`src/hdl/lamp_shutdown_defs.svh`:
```
`ifndef LAMP_SHUTDOWN_DEFS_SVH
`define LAMP_SHUTDOWN_DEFS_SVH

// register selects on the internal register port
`define REG_SEL_MODE       3'h0
`define REG_SEL_STATUS     3'h1
`define REG_SEL_MAKER      3'h2
`define REG_SEL_PART       3'h3
`define REG_SEL_REVISION   3'h4

// shutdown-mode field bit positions and reset
`define MODE_BIT_LOW_OFF   0
`define MODE_BIT_HIGH_OFF  1
`define MODE_BIT_FORCE     2
`define MODE_RESET         3'h1

// status field bit positions and reset
`define STAT_BIT_NO_OC     0
`define STAT_BIT_LAMP      1
`define STATUS_RESET       2'h3

// identification values, arbitrary
`define MAKER_CODE         8'h5a
`define PART_CODE          8'h3c
`define REVISION_CODE      8'h01

// lamp-out timeout
`define CLK_HZ             100000000
`define LAMP_OUT_SEC       2
`define LAMP_OUT_CYCLES    (`CLK_HZ * `LAMP_OUT_SEC)

`endif

```
`src/hdl/lamp_shutdown_pkg.sv`:
```
package lamp_shutdown_pkg;
  typedef logic [2:0] mode_field_t;
  typedef logic [1:0] status_field_t;
  typedef enum logic [1:0] {
    LAMP_RUN   = 2'b00,
    LAMP_OFF   = 2'b01,
    LAMP_FAULT = 2'b11
  } lamp_state_t;
endpackage

```
`src/hdl/pin_sync_if.sv`:
```
`timescale 1ns/1ps
interface pin_sync_if;
  logic level;
  logic edge_any;
  modport src (output level, output edge_any);
  modport dst (input level, input edge_any);
endinterface

```
`src/hdl/pin_sync.sv`:
```
`timescale 1ns/1ps
module pin_sync (
  input  wire logic clk_sys,  // system clock
  input  wire logic reset,    // async reset, active high
  input  wire logic pin_in,   // raw pin
  pin_sync_if.src   sync      // synchronised level and edge
);
  logic meta_r;
  logic stable_r;
  logic prev_r;

  always_ff @(posedge clk_sys or posedge reset) begin
    if (reset) begin
      meta_r   <= 1'b0;
      stable_r <= 1'b0;
      prev_r   <= 1'b0;
    end else begin
      meta_r   <= pin_in;
      stable_r <= meta_r;
      prev_r   <= stable_r;
    end
  end

  assign sync.level    = stable_r;
  assign sync.edge_any = stable_r ^ prev_r;
endmodule

```
`src/hdl/lamp_shutdown_status_regs.sv`:
```
// Operation
// - run only if force-off and selected bit clear
// - status field ignores host writes
// - lamp flag powers up one, cleared on lamp-out
// - lamp flag stays cleared until re-armed
// - lamp flag set again by shutdown or by a pin toggle
// - overcurrent in last period reads zero
// - clean last period reads one
// - fixed read-only identification registers
// - writes to identification registers ignored
// - cleared lamp flag forces lamp off
// - lamp flag clears after two seconds undetected
// - mode field powers up as 001
`timescale 1ns/1ps
`include "lamp_shutdown_defs.svh"
module lamp_shutdown_status_regs
  import lamp_shutdown_pkg::*;
#(
  parameter int unsigned LAMP_OUT_CYCLES = `LAMP_OUT_CYCLES
) (
  input  wire logic       clk_sys,              // system clock
  input  wire logic       reset,                // async reset, active high
  input  wire logic       shutdown_suspend_pin, // shutdown/suspend pin
  input  wire logic       lamp_current_feedback,// current above threshold
  input  wire logic       overcurrent,          // overcurrent detected
  input  wire logic       pwm_period_start,     // dimming period boundary
  input  wire logic       reg_wr,               // register write strobe
  input  wire logic [2:0] reg_sel,              // register select
  input  wire logic [7:0] reg_wdata,            // write data
  output logic      [7:0] reg_rdata,            // read data
  output logic            lamp_run,             // lamp may operate
  output logic      [2:0] shutdown_mode_field,  // mode field
  output logic      [1:0] lamp_fault_status     // status field
);
  pin_sync_if pin_s ();

  pin_sync u_pin_sync (
    .clk_sys (clk_sys),
    .reset   (reset),
    .pin_in  (shutdown_suspend_pin),
    .sync    (pin_s)
  );

  mode_field_t   mode_r;
  mode_field_t   mode_nxt;
  logic          lamp_present_flag_r;
  logic          lamp_present_flag_nxt;
  logic          no_overcurrent_flag_r;
  logic          no_overcurrent_flag_nxt;
  logic          oc_seen_r;
  logic          oc_seen_nxt;
  logic [31:0]   dark_cnt_r;
  logic [31:0]   dark_cnt_nxt;
  lamp_state_t   state_r;
  lamp_state_t   state_nxt;
  logic [7:0]    rdata_nxt;
  logic          lamp_run_nxt;
  status_field_t status_word;

  // last count of the lamp-out timer, cut to the counter's width
  localparam logic [31:0] DARK_LAST = 32'(LAMP_OUT_CYCLES - 1);

  // the pin level picks which mode bit may shut the lamp off
  function automatic logic mode_shuts_off(input mode_field_t m,
                                          input logic        pin_high);
    logic sel_bit;
    sel_bit = pin_high ? m[`MODE_BIT_HIGH_OFF] : m[`MODE_BIT_LOW_OFF];
    return m[`MODE_BIT_FORCE] | sel_bit;
  endfunction

  wire mode_wr   = reg_wr && (reg_sel == `REG_SEL_MODE);
  wire mode_off  = mode_shuts_off(mode_r, pin_s.level);
  // writing a shut-off mode or toggling the pin re-arms the flag
  wire rearm     = mode_off | pin_s.edge_any;
  wire run_ok    = !mode_off && lamp_present_flag_r;
  wire dark_done = (dark_cnt_r >= DARK_LAST);
  wire lamp_out  = run_ok && dark_done && !lamp_current_feedback;

  always_comb begin
    mode_nxt = mode_r;
    if (mode_wr) begin
      mode_nxt = reg_wdata[2:0];
    end
  end

  // lamp-out timer runs only while the lamp is driven
  always_comb begin
    dark_cnt_nxt = dark_cnt_r;
    if (!run_ok || lamp_current_feedback) begin
      dark_cnt_nxt = 32'h0;
    end else if (!dark_done) begin
      dark_cnt_nxt = dark_cnt_r + 32'h1;
    end
  end

  // re-arm wins over a fresh detection in the same cycle
  always_comb begin
    lamp_present_flag_nxt = lamp_present_flag_r;
    if (rearm) begin
      lamp_present_flag_nxt = 1'b1;
    end else if (lamp_out) begin
      lamp_present_flag_nxt = 1'b0;
    end
  end

  // the boundary cycle itself still counts for the closing period
  always_comb begin
    oc_seen_nxt             = oc_seen_r | overcurrent;
    no_overcurrent_flag_nxt = no_overcurrent_flag_r;
    if (pwm_period_start) begin
      no_overcurrent_flag_nxt = !(oc_seen_r | overcurrent);
      oc_seen_nxt             = 1'b0;
    end
  end

  // gray path: run -> off -> fault, and back through off
  always_comb begin
    case (state_r)
      LAMP_RUN: begin
        if (run_ok) begin
          state_nxt = LAMP_RUN;
        end else begin
          state_nxt = LAMP_OFF;
        end
      end
      LAMP_OFF: begin
        if (run_ok) begin
          state_nxt = LAMP_RUN;
        end else if (lamp_present_flag_r) begin
          state_nxt = LAMP_OFF;
        end else begin
          state_nxt = LAMP_FAULT;
        end
      end
      LAMP_FAULT: begin
        if (lamp_present_flag_r) begin
          state_nxt = LAMP_OFF;
        end else begin
          state_nxt = LAMP_FAULT;
        end
      end
      default: begin
        state_nxt = LAMP_OFF;
      end
    endcase
  end

  // a recovered fault waits one cycle in off before the lamp starts
  assign lamp_run_nxt = run_ok && (state_r != LAMP_FAULT);

  // one status word feeds both the read path and the status port
  assign status_word = {lamp_present_flag_r, no_overcurrent_flag_r};

  always_comb begin
    case (reg_sel)
      `REG_SEL_MODE:     rdata_nxt = {5'h0, mode_r};
      `REG_SEL_STATUS:   rdata_nxt = {6'h0, status_word};
      `REG_SEL_MAKER:    rdata_nxt = `MAKER_CODE;
      `REG_SEL_PART:     rdata_nxt = `PART_CODE;
      `REG_SEL_REVISION: rdata_nxt = `REVISION_CODE;
      default:           rdata_nxt = 8'h00;
    endcase
  end

  always_ff @(posedge clk_sys or posedge reset) begin
    if (reset) begin
      mode_r <= `MODE_RESET;
    end else begin
      mode_r <= mode_nxt;
    end
  end

  always_ff @(posedge clk_sys or posedge reset) begin
    if (reset) begin
      dark_cnt_r <= 32'h0;
    end else begin
      dark_cnt_r <= dark_cnt_nxt;
    end
  end

  always_ff @(posedge clk_sys or posedge reset) begin
    if (reset) begin
      lamp_present_flag_r <= 1'b1;
    end else begin
      lamp_present_flag_r <= lamp_present_flag_nxt;
    end
  end

  always_ff @(posedge clk_sys or posedge reset) begin
    if (reset) begin
      oc_seen_r             <= 1'b0;
      no_overcurrent_flag_r <= 1'b1;
    end else begin
      oc_seen_r             <= oc_seen_nxt;
      no_overcurrent_flag_r <= no_overcurrent_flag_nxt;
    end
  end

  always_ff @(posedge clk_sys or posedge reset) begin
    if (reset) begin
      state_r <= LAMP_OFF;
    end else begin
      state_r <= state_nxt;
    end
  end

  // status and id selects decode no write path at all
  always_ff @(posedge clk_sys or posedge reset) begin
    if (reset) begin
      reg_rdata <= 8'h00;
      lamp_run  <= 1'b0;
    end else begin
      reg_rdata <= rdata_nxt;
      lamp_run  <= lamp_run_nxt;
    end
  end

  // mode field is visible to the power stage without a bus read
  assign shutdown_mode_field = mode_r;
  assign lamp_fault_status   = status_word;
endmodule

```
`config.mk`:
```
export PLATFORM = sky130hd
export DESIGN_NAME = lamp_shutdown_status_regs
export DESIGN_NICKNAME = d
export VERILOG_FILES = /design/src/hdl/lamp_shutdown_pkg.sv /design/src/hdl/pin_sync_if.sv /design/src/hdl/pin_sync.sv /design/src/hdl/lamp_shutdown_status_regs.sv
export VERILOG_INCLUDE_DIRS = /design/src /design/src/hdl
export SDC_FILE = /design/constraint.sdc
export NUM_CORES = 1
export LEC_CHECK = 0
export ABC_AREA = 1
export BUFFER_PORTS_ARGS = -buffer_cell sky130_fd_sc_hd__buf_2
export CAP_MARGIN = 25
export CELL_PAD_IN_SITES_DETAIL_PLACEMENT = 2
export CELL_PAD_IN_SITES_GLOBAL_PLACEMENT = 2
export CORE_MARGIN = 2
export CORE_UTILIZATION = 35
export DETAILED_ROUTE_END_ITERATION = 7
export PLACE_DENSITY_LB_ADDON = 0.1
export SYNTH_ARGS = -nofsm -noshare
export SYNTH_HDL_FRONTEND = slang
export SYNTH_HIERARCHICAL = 1
export SYNTH_SLANG_ARGS = --single-unit
export TNS_END_PERCENT = 30
```
`constraint.sdc`:
```
create_clock -name clk_sys -period 3.6 [get_ports clk_sys]
set_input_delay 0.72 -clock clk_sys [delete_from_list [all_inputs] [get_ports clk_sys]]
set_output_delay 0.72 -clock clk_sys [all_outputs]
set_load 0.02 [all_outputs]
```
==> results.toml, run 1 <==
[run_status]
outcome = "completed"

[cts]
cts_repair_resizes = 0
h-tree-depth = 2
numClockSinks = 50
cts_buffer_depth = 2
postCtsHoldBufs = 0
cts.reportedPaths.clkPinSlew_ns = 0.11
inserted_clock_buffers = 5
clock-root-buffer = "sky130_fd_sc_hd__clkbuf_8"
tritoncts = "done"
clock_latency_ns = 0.31
post_cts_buffers = 0

[synth]
avgSynthCellArea_sq_um = 6.79
cell_with_the_most_instances_after_synthesis = "sky130_fd_sc_hd__nand2_1"
synth_edf_count = 0
synth_sequential_area_ratio_pct = 41.2
mappedNetlistNets = 468
cell_taking_the_most_area_after_synthesis = "sky130_fd_sc_hd__dfrtp_1"
synthesis.instances = 449
syn-cell-area_sq_um = 3050
async_reset_ff_share_pct = 100
yosys_most_used_dff = "sky130_fd_sc_hd__dfrtp_1"
yosys-top-cells-count = "sky130_fd_sc_hd__nand2_1 (152), sky130_fd_sc_hd__nor2_1 (84), sky130_fd_sc_hd__nand3_1 (47), sky130_fd_sc_hd__dfrtp_1 (46), sky130_fd_sc_hd__inv_1 (41)"
synth.ff_latch_count = 50
synth-warning-count = 6
synth.distinct_cells = 31
synth.top_cell.area_share_pct = 37.8
top_area_cells_in_the_synthesized_netlist = "sky130_fd_sc_hd__dfrtp_1 (38%), sky130_fd_sc_hd__nand2_1 (19%), sky130_fd_sc_hd__nor2_1 (10%)"

[setup_path]
startpoint_of_the_worst_slack_reg_to_reg_timing_path = "dark_cnt_r[0]"
crit_path_max_fanout = 28
worst_setup_path_end_kind = "flip-flop"
worst_r2r_path_depth = 12
r2r-end = "dark_cnt_r[23]"
crit_required_ns = 3.85
start_kind = "flip-flop"
timing.setup.critical_path_class = "flip-flop to flip-flop"
r2r_setup_slack_ns = 1.32
cp_data_arrival_time_ns = 2.52

[placed_design]
routabilityCongestion = 0.783
place.port_buffers = 25
preCtsSetupSlack_ns = 1.32
hpwlAfterDp_microns = 7200

[cells_and_area]
area_growth_pct = 10.4
drive_above_1_share_pct = 15.0
post-route-util_pct = 39.2
fillers = 1083
net_total_in_the_final_layout = 490
n_antenna_cell = 0

[global_routing]
groute.usage.overall_pct = 21.4
grt_antenna_before_repair = 0
first_global_vias = 3360
grt_max_degree = 32
grt_first_pass_wirelength_microns = 16500
grt_overflow_total = 0

[pwr]
total_leakage_power_uw = 0.00160
worst_ir_drop_vdd_uv = 219
power.density_nw_per_um2 = 341

[routing]
drcViolationCount = 0
antenna_left = 0
drt-total-wl_microns = 9490
route.vias.total = 2924
routed_wire_length_per_instance_microns = 16.4
drtIter0Drc = 93
total_iterations_of_the_first_detailed_routing_run = 4
via_per_inst = 5.04

[floorplan]
floorplan.die_area_sq_um = 9470
die_width_microns = 97.3
die_height_microns = 97.3
ios = 32
core_sq_um = 8590
start_util_pct = 35.5
placementRows = 34

[timing]
slew-limit-headroom_pct = 47.5
layout_worst_path_cycle_share_pct = 63.2
finalSetupViolations = 0
final_critical_path_setup_slack_ns = 1.32
report.final.hold_viol_count = 0
fmax_ghz = 0.440
slew_violations = 0
unrepaired_setup_endpoints_after_global_routing = "no"
max_slew.worst_pin.slew_ns = 0.786
final.setup.tns_ns = 0
layout_min_cycle_time_ns = 2.28
clock_skew_ns = 0.00767

[min_path]
worstHoldPathType = "input port to async pin"

[run]
max_cap_viol_count = 0
-- metrics by stage --
step / hold WS (ns) / total power [uW] / std cells / cell area (sq um)
CTS: 0.271 / 1170 / 580 / 3360
detailed placement: 0.337 / 733 / 572 / 3250
finish: 0.278 / 1150 / 580 / 3360
global route: 0.262 / 1200 / 580 / 3360
floorplan: 0.331 / 683 / 449 / 3050
global placement: 0.334 / 726 / 571 / 3230
-- sequential cells by signal, indices dropped and copies added, names as in the netlist, 2 cells and up --
register             flops
dark_cnt_r              32
reg_rdata                6
shutdown_mode_field      3
state_r                  2
-- cell families after synthesis --
kind of cell / synth area share [%]
AO/OA/AOI/OAI: 2.05
buffers and inverters: 9.32
multiplexers: 0.739
flip-flops: 41.2
other: 0.123
adder cells (fa/ha/maj): 0.411
AND/OR/NAND/NOR: 44.1
XOR/XNOR: 2.01
-- where the power goes --
group	total [uW]	internal [uW]	switching [uW]
Clock	427	212	215
Sequential	599	585	13.6
Combinational	120	34.6	85.2
-- per-layer routing --
metal	vias to the layer above	wire, microns	global-route usage [%]
met5	-	0	0
met4	0	36	3.21
met3	2	138	2.37
met2	23	4850	38.6
met1	1473	4460	28.3
li1	1426	-	-
-- critical path, cell delays in order (launching register included) --
cell and delay (ns):
sky130_fd_sc_hd__dfrtp_1 0.45, sky130_fd_sc_hd__ha_1 0.36, sky130_fd_sc_hd__nand2_2 0.12, sky130_fd_sc_hd__nor2_4 0.19
sky130_fd_sc_hd__nand2_4 0.10, sky130_fd_sc_hd__clkinv_2 0.10, sky130_fd_sc_hd__nand2_2 0.06, sky130_fd_sc_hd__nand2_2 0.06
sky130_fd_sc_hd__nand2_2 0.09, sky130_fd_sc_hd__nand2_2 0.10, sky130_fd_sc_hd__buf_4 0.34, sky130_fd_sc_hd__nand3_1 0.14
sky130_fd_sc_hd__nand2_1 0.10
-- area by class of cell --
cell class                      instances  area, sq um  share of cell area (%)
Clock buffer                            5         68.8                    2.05
Sequential cell                        50         1260                    37.3
Tap cell                              108          135                    4.02
Timing Repair Buffer                   30          175                    5.21
Inverter                               46          174                    5.17
Clock inverter                          3         48.8                    1.45
Multi-Input combinational cell        338         1510                    44.8
-- layout by cell type, fill, tap and decap left out --
cell and count:
sky130_fd_sc_hd__nand2_1 152, sky130_fd_sc_hd__nor2_1 84, sky130_fd_sc_hd__nand3_1 47, sky130_fd_sc_hd__dfrtp_1 46, sky130_fd_sc_hd__inv_1 40, sky130_fd_sc_hd__buf_2 25
sky130_fd_sc_hd__nand2_2 12, sky130_fd_sc_hd__nor3_1 7, sky130_fd_sc_hd__xor2_1 6, sky130_fd_sc_hd__inv_2 5, sky130_fd_sc_hd__clkbuf_8 5, sky130_fd_sc_hd__nor3b_1 4
sky130_fd_sc_hd__nor2_2 4, sky130_fd_sc_hd__dfstp_2 4, sky130_fd_sc_hd__buf_4 4, sky130_fd_sc_hd__a21oi_1 3, sky130_fd_sc_hd__o21ai_0 3, sky130_fd_sc_hd__nand4_1 3
sky130_fd_sc_hd__mux2_2 2, sky130_fd_sc_hd__o41ai_1 2, sky130_fd_sc_hd__nor2_4 1, sky130_fd_sc_hd__nand2_4 1, sky130_fd_sc_hd__clkinv_2 1, sky130_fd_sc_hd__nor3_2 1
sky130_fd_sc_hd__a21oi_2 1, sky130_fd_sc_hd__o22ai_1 1, sky130_fd_sc_hd__or2_2 1, sky130_fd_sc_hd__xnor2_1 1, sky130_fd_sc_hd__ha_1 1, sky130_fd_sc_hd__conb_1 1
sky130_fd_sc_hd__bufinv_16 1, sky130_fd_sc_hd__inv_8 1, sky130_fd_sc_hd__clkinvlp_4 1, sky130_fd_sc_hd__buf_12 1
-- worst max-delay path by stage --
stage | start | end | slack [ns]
after floorplan | reset | dark_cnt_r[0] | 1.77
after global placement | dark_cnt_r[0] | dark_cnt_r[27] | 1.40
after detailed placement | lamp_current_feedback | dark_cnt_r[23] | 1.32
after CTS | dark_cnt_r[0] | dark_cnt_r[23] | 1.31
after global routing | dark_cnt_r[0] | dark_cnt_r[10] | 1.11
final | dark_cnt_r[0] | dark_cnt_r[23] | 1.32
Power figures use the tool's default switching activity.
==> run 2, diff against run 1 <==
--- a/config.mk
+++ b/config.mk
@@ -6,13 +6,13 @@
 export SDC_FILE = /design/constraint.sdc
 export NUM_CORES = 1
 export LEC_CHECK = 0
-export ABC_AREA = 1
+export ABC_AREA = 0
 export BUFFER_PORTS_ARGS = -buffer_cell sky130_fd_sc_hd__buf_2
 export CAP_MARGIN = 25
 export CELL_PAD_IN_SITES_DETAIL_PLACEMENT = 2
 export CELL_PAD_IN_SITES_GLOBAL_PLACEMENT = 2
 export CORE_MARGIN = 2
-export CORE_UTILIZATION = 35
+export CORE_UTILIZATION = 33
 export DETAILED_ROUTE_END_ITERATION = 7
 export PLACE_DENSITY_LB_ADDON = 0.1
 export SYNTH_ARGS = -nofsm -noshare
==> constraint.sdc (replaced) <==
create_clock -name clk_sys -period 1.84 [get_ports clk_sys]
set_input_delay 0.368 -clock clk_sys [delete_from_list [all_inputs] [get_ports clk_sys]]
set_output_delay 0.368 -clock clk_sys [all_outputs]
set_load 0.02 [all_outputs]
==> run 2 against run 1 <==
Compared with the run above:
- the flow now finishes with violations (setup timing)
- count of clock-buffer cells in the layout unchanged
- sequential share of layout area down 1.5 points
- flip-flop and latch count unchanged
- worst setup slack worse by 1.7 ns
- global-route usage up 0.73 points
- synthesized cell count down 46%
- first-iteration DRC count down 27%
- largest power group unchanged
- highest routed layer unchanged
==> results.toml, run 2 <==
[min_path]
worstHoldPathType = "input port to flip-flop"
worst_hold_path.num_cells = 1

[routing]
routed_wire_length_per_instance_microns = 20.0
drt-total-wl_microns = 8560
wl_met1_microns = 3560
total_iterations_of_the_first_detailed_routing_run = 4
route.vias.total = 2273
drcViolationCount = 0
route.top_layer_used = "met4"
met3_length_microns = 238
via_per_inst = 5.32
detailroute.wirelength.met2_microns = 4620
drtIter0Drc = 68
antenna_left = 0

[synth]
synth_sequential_area_ratio_pct = 51.7
async_reset_ff_share_pct = 100
avgSynthCellArea_sq_um = 10.0
synth-warning-count = 6
syn-cell-area_sq_um = 2430
yosys_most_used_dff = "sky130_fd_sc_hd__dfrtp_1"
adder_and_majority_cell_fraction_of_the_synthesized_area_pct = 0.515
synth.top_cell.area_share_pct = 47.4
synth_top_family_by_area = "simple AND/OR/NAND/NOR gates"
synth.ff_latch_count = 50
synth-compound-area-share_pct = 13.0
cell_taking_the_most_area_after_synthesis = "sky130_fd_sc_hd__dfrtp_1"
yosys-top-cells-count = "sky130_fd_sc_hd__dfrtp_1 (46), sky130_fd_sc_hd__nand2_1 (21), sky130_fd_sc_hd__a21oi_1 (20), sky130_fd_sc_hd__nor2_1 (15), sky130_fd_sc_hd__o21ai_0 (14)"
cell_with_the_most_instances_after_synthesis = "sky130_fd_sc_hd__dfrtp_1"
synthXorXnorAreaFrac_pct = 2.16
synth.distinct_cells = 46
synthMuxAreaShare_pct = 2.68
top_area_cells_in_the_synthesized_netlist = "sky130_fd_sc_hd__dfrtp_1 (47%), sky130_fd_sc_hd__dfstp_2 (4.3%), sky130_fd_sc_hd__a21oi_1 (4.1%)"
synth_edf_count = 0
mappedNetlistNets = 261
post_synth_and_or_nand_nor_area_fraction_pct = 25.8
synthesis.instances = 242

[timing]
final.setup.tns_ns = -5.71
clock_skew_ns = 0.00922
layout_min_cycle_time_ns = 2.23
worst_hold_slack_ns = 0.158
slew_violations = 0
final_critical_path_setup_slack_ns = -0.389
fmax_ghz = 0.449
finalSetupViolations = 24
report.final.hold_viol_count = 0
layout_worst_path_cycle_share_pct = 121
unrepaired_setup_endpoints_after_global_routing = "yes"

[global_routing]
grt_overflow_total = 0
groute.usage.overall_pct = 22.1
first_global_vias = 2635
grt_antenna_before_repair = 0
grt_first_pass_wirelength_microns = 14200
grt_max_degree = 32

[setup_path]
start_kind = "flip-flop"
slowest_stage = "sky130_fd_sc_hd__or4_4"
crit_chain = "or4_4, a211oi_4, o31ai_4, buf_6, o31ai_1, a21oi_2"
crit_required_ns = 2.02
crit_path_max_fanout = 7
family_of_cells_with_the_greatest_summed_delay_on_the_critical_path = "compound AO/OA/AOI/OAI gates"
worst_setup_path_end_kind = "flip-flop"
cp_data_arrival_time_ns = 2.41
timing.critical_path.depth = 6
critPathBufInv = 1
critical-path-max-stage-delay_ns = 0.55
timing.setup.critical_path_class = "flip-flop to flip-flop"
worst_r2r_path_depth = 6

[cts]
numClockSinks = 50
cts_buffer_depth = 2
clock-root-buffer = "sky130_fd_sc_hd__clkbuf_8"
tritoncts = "done"
clock_latency_ns = 0.31
inserted_clock_buffers = 5
cts.reportedPaths.clkPinSlew_ns = 0.10
h-tree-depth = 2

[placed_design]
place.port_buffers = 25
placed_area_sq_um = 3080
preCtsSetupSlack_ns = -0.317
hpwlAfterDp_microns = 5220
routabilityCongestion = 0.725

[cells_and_area]
postLayoutCellArea_sq_um = 3510
final_common_cell = "sky130_fd_sc_hd__buf_4"
most-common-layout-cells = "sky130_fd_sc_hd__buf_4 (56), sky130_fd_sc_hd__dfrtp_1 (46), sky130_fd_sc_hd__buf_2 (25), sky130_fd_sc_hd__nand2_1 (19), sky130_fd_sc_hd__nor2_1 (15)"
regMostFlops = "dark_cnt_r"
n_antenna_cell = 0
area_growth_pct = 44.4
drive_above_1_share_pct = 47.0
largest_register_ffs = 32
net_total_in_the_final_layout = 346

[pwr]
power.internal_uw = 1540
power_frac_comb_pct = 13.1
switching_share_pct = 29.2
power.density_nw_per_um2 = 619
p_sw_uw = 635
total_leakage_power_uw = 0.00154
share_seq_of_total_power_pct = 54.6
worst_ir_drop_vdd_uv = 350
clock_power_share_pct = 32.4

[floorplan]
start_util_pct = 33.9
core_sq_um = 7180
die_width_microns = 89.8
die_height_microns = 89.8
placementRows = 31
ios = 32
floorplan.die_area_sq_um = 8070

[run]
max_cap_viol_count = 0

[run_status]
failed_checks = "setup timing"
outcome = "finished, violations left"
[run 2: timing repair]
action                     4_1_cts  5_1_grt
cloned                           0        1
pin swaps                       28       22
buffers inserted                 4        2
setup endpoints to repair       29       29
gates resized for setup         41       32
hold buffers                     1        0
hold endpoints to repair         3        0
[run 2: final cells by class]
class / instances / area, sq um
fill: 782 / 3670
multi-input combinational: 175 / 1360
sequential: 50 / 1260
timing repair buffer: 91 / 666
tap: 99 / 124
clock buffer: 5 / 68.8
clock inverter: 3 / 22.5
inverter: 4 / 15.0
[run 2: final timing paths]
| check | startpoint | endpoint | slack, ns |
|---|---|---|---|
| max | dark_cnt_r[11] | dark_cnt_r[11] | -0.39 |
| min | shutdown_suspend_pin | u_pin_sync/meta_r | 0.16 |
| max reg2reg | dark_cnt_r[11] | dark_cnt_r[11] | -0.39 |
| min reg2reg | u_pin_sync/meta_r | u_pin_sync/sync.level | 0.37 |
| max in group asynchronous | reset | no_overcurrent_flag_r | 0.66 |
| min in group asynchronous | reset | u_pin_sync/sync.level | 0.47 |
[run 2: power groups by stage]
stage | clock [uW] | sequential, uW | combinational [uW]
CTS | 726 | 1190 | 287
detailed placement | 0 | 1210 | 279
finish | 703 | 1180 | 284
floorplan | 0 | 1240 | 126
global placement | 0 | 1210 | 271
global route | 757 | 1190 | 311
[run 2: worst reg2reg max path: cells and delay by family (launching register included)]
family | cells | cell delay, ns
AOI/OAI and AO/OA | 4 | 0.99
buffers and inverters | 1 | 0.17
DFF | 1 | 0.39
and+or+nand+nor | 1 | 0.55
[run 2: metal layers]
metal	up-vias	global-route usage, %
met5	-	0
met2	47	39.7
met1	1169	27.4
met3	12	3.19
li1	1045	-
met4	0	7.18
[run 2: kinds of logic after synthesis]
logic type	count (synthesis)
muxes	6
DFF	50
and+or+nand+nor	110
xor gates and xnor gates	6
adders and majority gates	1
other	1
AOI/OAI and AO/OA	51
buffers and inverters	17
[run 2: per-stage QoR]
step                      std cells  total power [uW]  utilization [%]
after floorplan                 242              1360                -
after global placement          412              1480             42.9
after detailed placement        412              1480             42.9
after CTS                       425              2200             47.4
after global routing            427              2260             48.9
final                           427              2170             48.9
